<file path="src/common/fault_mon_pkg.sv">
// constants, fault indices and codes for the engine fault monitor
package fault_mon_pkg;
	localparam int CLK_PERIOD_PS = 5000;
	localparam int MS_IN_PS      = 1000000000;
	localparam int CYC_PER_MS    = MS_IN_PS / CLK_PERIOD_PS;
	localparam int MS_PER_TICK   = 1;
	localparam int INTERVAL_MS   = 100;
	localparam int INTERVAL_TICKS = INTERVAL_MS / MS_PER_TICK;

	// timers counted in millisecond ticks
	localparam int NT        = 5;
	localparam int T_OFF     = 0;
	localparam int T_UNLOCK  = 1;
	localparam int T_NOLOCK  = 2;
	localparam int T_DUTY    = 3;
	localparam int T_MOTOR   = 4;
	localparam int TW        = 14;
	localparam int OFF_MS    = 3000;
	localparam int UNLOCK_MS = 200;
	localparam int NOLOCK_MS = 10000;
	localparam int DUTY_MS   = 200;
	localparam int MOTOR_MS  = 200;
	localparam logic [TW-1:0] TMR_LIM [NT] = '{
		TW'(OFF_MS / MS_PER_TICK), TW'(UNLOCK_MS / MS_PER_TICK), TW'(NOLOCK_MS / MS_PER_TICK),
		TW'(DUTY_MS / MS_PER_TICK), TW'(MOTOR_MS / MS_PER_TICK)};

	localparam logic [2:0]  SYNC_MISS_MAX = 3'h5;
	localparam logic [2:0]  GATE_MM_MAX   = 3'h5;
	localparam logic [3:0]  TD_BAD_RUN    = 4'hA;
	localparam logic [12:0] TD_LOW_MV     = 13'h00C8;
	localparam logic [12:0] TD_HIGH_MV    = 13'h0FA0;
	localparam logic [6:0]  DUTY_LIMIT_PC = 7'h32;
	localparam logic [11:0] MOTOR_LIM_MA  = 12'h3E8;

	// fault indices into the sticky vector
	localparam int NF   = 13;
	localparam int F202 = 0;
	localparam int F203 = 1;
	localparam int F204 = 2;
	localparam int F220 = 3;
	localparam int F230 = 4;
	localparam int F302 = 5;
	localparam int F390 = 6;
	localparam int F391 = 7;
	localparam int F392 = 8;
	localparam int F401 = 9;
	localparam int F402 = 10;
	localparam int F411 = 11;
	localparam int F490 = 12;
	localparam logic [9:0] FAULT_CODE [NF] = '{
		10'h0CA, 10'h0CB, 10'h0CC, 10'h0DC, 10'h0E6, 10'h12E, 10'h186,
		10'h187, 10'h188, 10'h191, 10'h192, 10'h19B, 10'h1EA};
endpackage

</file>
<file path="src/common/tick_if.sv">
// millisecond and interval ticks passed from the timebase to the monitor
interface tick_if;
	logic ms_tick;
	logic interval_tick;
	modport src (output ms_tick, output interval_tick);
	modport dst (input ms_tick, input interval_tick);
endinterface

</file>
<file path="src/fault_timebase.sv">
// millisecond and 100 ms interval tick generator
module fault_timebase
	import fault_mon_pkg::*;
#(
	parameter int CYC_MS = CYC_PER_MS
) (
	input  wire logic i_clk,
	input  wire logic i_rst,
	tick_if.src       tick
);
	typedef struct packed {
		logic [31:0] cyc;
		logic [6:0]  ms;
		logic        ms_tick;
		logic        iv_tick;
	} tb_state_type;

	tb_state_type s_q;
	tb_state_type s_d;

	always_comb begin
		s_d = s_q;
		s_d.ms_tick = 1'b0;
		s_d.iv_tick = 1'b0;
		if (s_q.cyc == 32'(CYC_MS - 1)) begin
			s_d.cyc = '0;
			s_d.ms_tick = 1'b1;
			if (s_q.ms == 7'(INTERVAL_TICKS - 1)) begin
				s_d.ms = '0;
				s_d.iv_tick = 1'b1;
			end else begin
				s_d.ms = s_q.ms + 7'h01;
			end
		end else begin
			s_d.cyc = s_q.cyc + 32'h1;
		end
	end

	always_ff @(posedge i_clk) begin
		if (i_rst) begin
			s_q <= '0;
		end else begin
			s_q <= s_d;
		end
	end

	assign tick.ms_tick       = s_q.ms_tick;
	assign tick.interval_tick = s_q.iv_tick;
endmodule

</file>
<file path="src/print_engine_fault_monitor.sv">
// engine fault supervisor raising latched service-call codes
module print_engine_fault_monitor
	import fault_mon_pkg::*;
#(
	parameter int CYC_MS = CYC_PER_MS
) (
	input  wire logic        I_CLK,
	input  wire logic        I_RST,
	input  wire logic        I_SCAN_MOTOR_ON,
	input  wire logic        I_SCANNER_READY_INDICATION,
	input  wire logic        I_SYNC_ENABLE,
	input  wire logic        I_LINE_SYNC,
	input  wire logic        I_WRITE_START,
	input  wire logic        I_DRUM_MM_TICK,
	input  wire logic        I_WRITE_GATE,
	input  wire logic        I_CHARGE_LEAK,
	input  wire logic        I_DEV_BIAS_LEAK,
	input  wire logic        I_COPYING,
	input  wire logic        I_TD_VALID,
	input  wire logic [12:0] I_TD_MV,
	input  wire logic        I_TD_INIT_DONE,
	input  wire logic        I_TD_INIT_OK,
	input  wire logic        I_XFER_ACTIVE,
	input  wire logic        I_XFER_STAGE2,
	input  wire logic        I_XFER_LEAK,
	input  wire logic        I_XFER_FEEDBACK,
	input  wire logic [6:0]  I_DISCHARGE_DUTY,
	input  wire logic [11:0] I_TONER_MOTOR_MA,
	input  wire logic        I_CLEAR,
	output logic             O_FAULT,
	output logic [NF-1:0]    O_FAULT_VEC,
	output logic [9:0]       O_FAULT_CODE
);
	typedef struct packed {
		logic [NT-1:0][TW-1:0] tmr;
		logic                  motor_q;
		logic                  off_arm;
		logic                  locked;
		logic [2:0]            miss;
		logic                  sync_seen;
		logic                  gate_arm;
		logic [2:0]            mm;
		logic [3:0]            td_cnt;
		logic [NF-1:0]         flt;
		logic [9:0]            code;
	} mon_state_type;

	mon_state_type s_q;
	mon_state_type s_d;
	logic [NT-1:0] tc;
	logic [NF-1:0] ev;
	logic          td_bad;
	logic          xfer_bad;

	tick_if tick ();

	fault_timebase #(
		.CYC_MS (CYC_MS)
	) u_timebase (
		.i_clk (I_CLK),
		.i_rst (I_RST),
		.tick  (tick)
	);

	always_comb begin
		tc[T_OFF]    = s_q.off_arm & I_SCANNER_READY_INDICATION;
		tc[T_UNLOCK] = I_SCAN_MOTOR_ON & s_q.locked & ~I_SCANNER_READY_INDICATION;
		tc[T_NOLOCK] = I_SCAN_MOTOR_ON & ~s_q.locked & ~I_SCANNER_READY_INDICATION;
		tc[T_DUTY]   = I_DISCHARGE_DUTY >= DUTY_LIMIT_PC;
		tc[T_MOTOR]  = I_TONER_MOTOR_MA >= MOTOR_LIM_MA;
		td_bad   = (I_TD_MV < TD_LOW_MV) || (I_TD_MV > TD_HIGH_MV);
		xfer_bad = I_XFER_ACTIVE & (I_XFER_LEAK | ~I_XFER_FEEDBACK);
	end

	always_comb begin
		s_d = s_q;
		ev  = '0;
		s_d.motor_q = I_SCAN_MOTOR_ON;
		// timers saturate at their limit and restart when the condition drops
		for (int k = 0; k < NT; k++) begin
			if (!tc[k]) begin
				s_d.tmr[k] = '0;
			end else if (tick.ms_tick && s_q.tmr[k] != TMR_LIM[k]) begin
				s_d.tmr[k] = s_q.tmr[k] + TW'(1);
			end
		end
		ev[F203] = tc[T_OFF] && tick.ms_tick && s_q.tmr[T_OFF] == TMR_LIM[T_OFF] - TW'(1);
		ev[F204] = tc[T_UNLOCK] && tick.ms_tick && s_q.tmr[T_UNLOCK] == TMR_LIM[T_UNLOCK] - TW'(1);
		ev[F202] = tc[T_NOLOCK] && tick.ms_tick && s_q.tmr[T_NOLOCK] == TMR_LIM[T_NOLOCK] - TW'(1);
		ev[F411] = tc[T_DUTY] && tick.ms_tick && s_q.tmr[T_DUTY] == TMR_LIM[T_DUTY] - TW'(1);
		ev[F490] = tc[T_MOTOR] && tick.ms_tick && s_q.tmr[T_MOTOR] == TMR_LIM[T_MOTOR] - TW'(1);
		// scanner command edges
		if (s_q.motor_q && !I_SCAN_MOTOR_ON) begin
			s_d.off_arm = 1'b1;
		end else if (I_SCAN_MOTOR_ON || !I_SCANNER_READY_INDICATION) begin
			s_d.off_arm = 1'b0;
		end
		if (!I_SCAN_MOTOR_ON) begin
			s_d.locked = 1'b0;
		end else if (I_SCANNER_READY_INDICATION) begin
			s_d.locked = 1'b1;
		end
		// line sync per interval
		if (!I_SYNC_ENABLE) begin
			s_d.miss = '0;
			s_d.sync_seen = 1'b0;
		end else if (tick.interval_tick) begin
			s_d.sync_seen = I_LINE_SYNC;
			if (s_q.sync_seen || I_LINE_SYNC) begin
				s_d.miss = '0;
			end else if (s_q.miss == SYNC_MISS_MAX) begin
				ev[F220] = 1'b1;
			end else begin
				s_d.miss = s_q.miss + 3'h1;
			end
		end else if (I_LINE_SYNC) begin
			s_d.sync_seen = 1'b1;
		end
		// write gate against drum travel
		if (I_WRITE_START) begin
			s_d.gate_arm = 1'b1;
			s_d.mm = '0;
		end else if (s_q.gate_arm && !I_WRITE_GATE) begin
			s_d.gate_arm = 1'b0;
		end else if (s_q.gate_arm && I_DRUM_MM_TICK) begin
			if (s_q.mm == GATE_MM_MAX - 3'h1) begin
				ev[F230] = 1'b1;
				s_d.gate_arm = 1'b0;
			end
			s_d.mm = s_q.mm + 3'h1;
		end
		// toner density run of bad samples
		if (!I_COPYING) begin
			s_d.td_cnt = '0;
		end else if (I_TD_VALID) begin
			if (!td_bad) begin
				s_d.td_cnt = '0;
			end else if (s_q.td_cnt == TD_BAD_RUN - 4'h1) begin
				ev[F390] = 1'b1;
				s_d.td_cnt = '0;
			end else begin
				s_d.td_cnt = s_q.td_cnt + 4'h1;
			end
		end
		ev[F302] = I_CHARGE_LEAK;
		ev[F391] = I_DEV_BIAS_LEAK;
		ev[F392] = I_TD_INIT_DONE & ~I_TD_INIT_OK;
		ev[F401] = xfer_bad & ~I_XFER_STAGE2;
		ev[F402] = xfer_bad & I_XFER_STAGE2;
		// sticky flags, a new event wins over the clear
		s_d.flt = (I_CLEAR ? '0 : s_q.flt) | ev;
		if (I_CLEAR) begin
			s_d.code = '0;
		end
		if ((I_CLEAR || s_q.flt == '0) && ev != '0) begin
			for (int f = NF - 1; f >= 0; f--) begin
				if (ev[f]) begin
					s_d.code = FAULT_CODE[f];
				end
			end
		end
	end

	always_ff @(posedge I_CLK) begin
		if (I_RST) begin
			s_q <= '0;
		end else begin
			s_q <= s_d;
		end
	end

	assign O_FAULT      = |s_q.flt;
	assign O_FAULT_VEC  = s_q.flt;
	assign O_FAULT_CODE = s_q.code;
endmodule

</file>
<file path="config.mk">
export PLATFORM = sky130hd
export DESIGN_NAME = print_engine_fault_monitor
export DESIGN_NICKNAME = d
export VERILOG_FILES = /design/src/common/fault_mon_pkg.sv /design/src/common/tick_if.sv /design/src/fault_timebase.sv /design/src/print_engine_fault_monitor.sv
export SDC_FILE = /design/constraint.sdc
export NUM_CORES = 1
export LEC_CHECK = 0
export ABC_AREA = 1
export BUFFER_PORTS_ARGS = -buffer_cell sky130_fd_sc_hd__buf_4
export CORE_MARGIN = 4
export CORE_UTILIZATION = 60
export DETAILED_ROUTE_END_ITERATION = 7
export PLACE_DENSITY_LB_ADDON = 0.1
export SETUP_SLACK_MARGIN = 0.05
export SLEW_MARGIN = 20
export SYNTH_ARGS = -nofsm -noshare
export SYNTH_HDL_FRONTEND = slang
export SYNTH_SLANG_ARGS = --single-unit
</file>
<file path="constraint.sdc">
create_clock -name I_CLK -period 2.6 [get_ports I_CLK]
set_clock_uncertainty 0.15 [all_clocks]
set_input_delay 0.65 -clock I_CLK [delete_from_list [all_inputs] [get_ports I_CLK]]
set_output_delay 0.65 -clock I_CLK [all_outputs]
set_load 0.005 [all_outputs]
</file>
==> flow_metrics.tcl <==
set metrics [dict create \
    crit_path_start_kind "flop" \
    synth-seq-cells 149 \
    netlist_instances 1208 \
    chipHeight_um 125.3 \
    clockRootBuffer "clkbuf_16" \
    cts_tree "yes" \
    antenna_cells 0 \
    critPathCaptureType "output pin" \
    synth_top_cell_area_share_pct 36.14 \
    finalHoldViolations 0 \
    synthTopCellsByArea "dfxtp_1 36%, nand2_1 12%, inv_1 7.5%, nor2_1 6.6%, a21oi_1 6.1%" \
    crit_path_start "O_FAULT_VEC[0]" \
    peakVddDrop_uv 515.4 \
    vias 7715 \
    period_share_pct 93.63 \
    grtUsageTotal_pct 23.37 \
    period_minus_slack_ns 2.434 \
    cts_max_level 4 \
    clockBufferDepth 2 \
    multi_input_area_um2 4378 \
    critical-path-top-delay-family "simple AND/OR/NAND/NOR gates" \
    cpPeakStageDelay_ns 0.41 \
    holdPathEnd "s_q[31]" \
    die_w_um 125.3 \
    critical_path_required_ns 1.80 \
    dr.pass1.iters 8 \
    drt_iter0_markers 443 \
    seqCellArea_um2 2983 \
    rsz0062_at_grt "false" \
    gp_congestion 0.9222 \
    fin_nets 1344 \
    ys_warn_count 0 \
    coreArea_um2 13350 \
    hp-class "in -> reg" \
    dieArea_um2 15700 \
    cts_sinks 149 \
    core.rowCount 42 \
    maxSlewHeadroom_pct 71.53 \
    stdcell_count 1462 \
    path_max_fanout 3 \
    grt_pass1_vias 7191 \
    clk_pin_slew_ns 0.06 \
    drive_above_1_share_pct 14.00 \
    grt_max_degree 20 \
    cp_num_buf_inv 1 \
    crit_arrival_ns 1.63 \
    drtAntennaViolNets 0 \
    place_ws_ns 0.2266 \
    hp-start "I_LINE_SYNC" \
    portBuffers 71 \
    synth_edf_count 0 \
    wirelength_um 18050 \
    worst_r2r_path_depth 12 \
    worstPathCellList "nor4_2 > nand4_1 > buf_4" \
    rrSetupSlack_ns 0.42 \
    p_per_area_nw_per_um2 531.9 \
    clock_latency_ns 0.43 \
    crit_slowest_cell "nor4_2" \
    status "completed" \
    synth_fp_nets 1278 \
    worst_pin_slew_ns 0.4238 \
    holdWs_ns 0.2920 \
    yosysUniqueCellTypes 47 \
    vias_per_cell 5.277 \
    leakage_uw 0.003886 \
    avgRoutedWirePerCell_um 12.34 \
    dp_cells 1431 \
    grt_pass1_wl_um 31260 \
    antenna_found_initial 0 \
    syn-mean-instance-area_um2 6.832 \
    drcViolationCount 0 \
    whs_path_depth 3 \
    cts_hold_buf 0 \
    fill_cells 1179 \
    slew_viol_final 0 \
    worstReg2RegEnd "O_FAULT_CODE[5]" \
    synth_ff_type "dfxtp_1" \
    setup_tns_ns 0 \
    layout_setup_ws_ns 0.1656 \
    final-setup-viol-count 0 \
    maxCapViolations 0 \
    grt-ovfl-total 0 \
    dp_hpwl_um 13400 \
    synthArstFlopShare_pct 0 \
    criticalPathCategory "reg -> out" \
    start_util_pct 61.83 \
    pin_count 76 \
    synth_top_area_cell "dfxtp_1" \
    fmax_ghz 0.4108 \
    yosysSeqAreaShare_pct 36.14 \
    power_uw 5028 \
    area_growth_syn_to_layout_pct 14.54 \
    cts_buffers 17 \
    reg2reg_from "u_timebase.tick.ms_tick" \
    synth_area_um2 8253 \
]
## worst min-delay path, stage by stage
cell and delay (ns):
buf_4 0.08, a21oi_1 0.03, nor2_1 0.07
## cells by family after synthesis
family | Yosys count | synth area share (%)
xor gates and xnor gates | 33 | 3.502
buffers and inverters | 212 | 10.89
and+or+nand+nor | 634 | 36.30
AOI/OAI and AO/OA | 162 | 10.45
adders and majority gates | 18 | 2.729
DFF | 149 | 36.14
## cells in the final DEF (no fill, tap or decap), types with 14 or more instances in the layout
| cell type | netlist | routed |
|---|---|---|
| a21oi_1 | 100 | 100 |
| buf_4 | 23 | 83 |
| clkbuf_16 | 0 | 17 |
| dfxtp_1 | 149 | 149 |
| ha_1 | 18 | 18 |
| inv_1 | 164 | 164 |
| nand2_1 | 266 | 266 |
| nand3_1 | 61 | 61 |
| nand4_1 | 28 | 28 |
| nor2_1 | 145 | 145 |
| nor3_1 | 47 | 47 |
| nor4_1 | 15 | 14 |
| o21ai_0 | 38 | 38 |
| xor2_1 | 24 | 24 |
## what timing repair did
| action | 4_1_cts | 5_1_grt |
|---|---|---|
| buffers inserted | 0 | 0 |
| setup endpoints to repair | 1 | 0 |
| resized for setup | 1 | 0 |
## registers in the layout, indices dropped and copies added, names as in the netlist
signal	flops
s_q	85
u_timebase.s_q	39
O_FAULT_VEC	13
O_FAULT_CODE	10
u_timebase.tick.interval_tick	1
u_timebase.tick.ms_tick	1
## synth_stat cells, types with 2 or more instances
cell type	count
nor2_8	3
inv_2	9
nand3_1	61
nor2_4	7
clkinv_1	2
inv_1	164
a211oi_1	3
and3_1	4
o21a_1	8
nor3_2	6
nand2_2	11
ha_1	18
nor3b_1	5
nand2_4	4
a31oi_1	4
nand2_1	266
buf_4	23
o211ai_1	2
a21boi_0	2
xor2_1	24
nor2_1	145
nand4_2	4
or2_0	2
nand4_1	28
nand3b_1	3
dfxtp_1	149
nor4_1	15
nor3_1	47
or2_2	3
nand3_2	5
nor2_2	9
a21oi_2	2
buf_2	5
a21oi_1	100
o21ai_1	2
xnor2_1	9
clkbuf_1	7
o21ai_0	38
## metal layers
layer  track usage (%)  part of all wire (%)  vias to the layer above
met3             6.226                   5.8                       30
met2             38.28                    46                      184
li1                  -                     -                     4014
met5                 0                     0                        -
met4             6.888                   1.5                        0
met1             30.45                    47                     3487
## where the power goes
part	internal, uW	switching (uW)	total (uW)
Sequential	2310	16.7	2320
Combinational	124	151	274
Clock	1500	929	2430
## metrics by stage
| step | cell area [um2] | utilization [%] |
|---|---|---|
| finish | 9453 | 70.82 |
| global route | 9453 | 70.82 |
| global placement | 8861 | 66.39 |
| CTS | 9453 | 70.82 |
| floorplan | 8253 | - |
| detailed placement | 8861 | 66.39 |
## area by class of cell
class / count / share of cell area (%)
flip-flops and latches: 149 / 31.56
multi-input cells: 847 / 46.31
inverters: 176 / 7.015
clock inverters: 9 / 1.072
repair buffers: 83 / 6.592
clock buffers: 22 / 5.122
well taps: 176 / 2.330
## how the worst max path moves through the flow
| stage | endpoint | slack [ns] | cells after the start |
|---|---|---|---|
| floorplan | O_FAULT_CODE[5] | 0.62 | 14 |
| global placement | O_FAULT_CODE[5] | 0.25 | 15 |
| detailed placement | O_FAULT_CODE[5] | 0.23 | 15 |
| CTS | O_FAULT | 0.16 | 3 |
| global route | O_FAULT | 0.13 | 3 |
| finish | O_FAULT | 0.17 | 3 |
(Power assumes the default switching activity.)
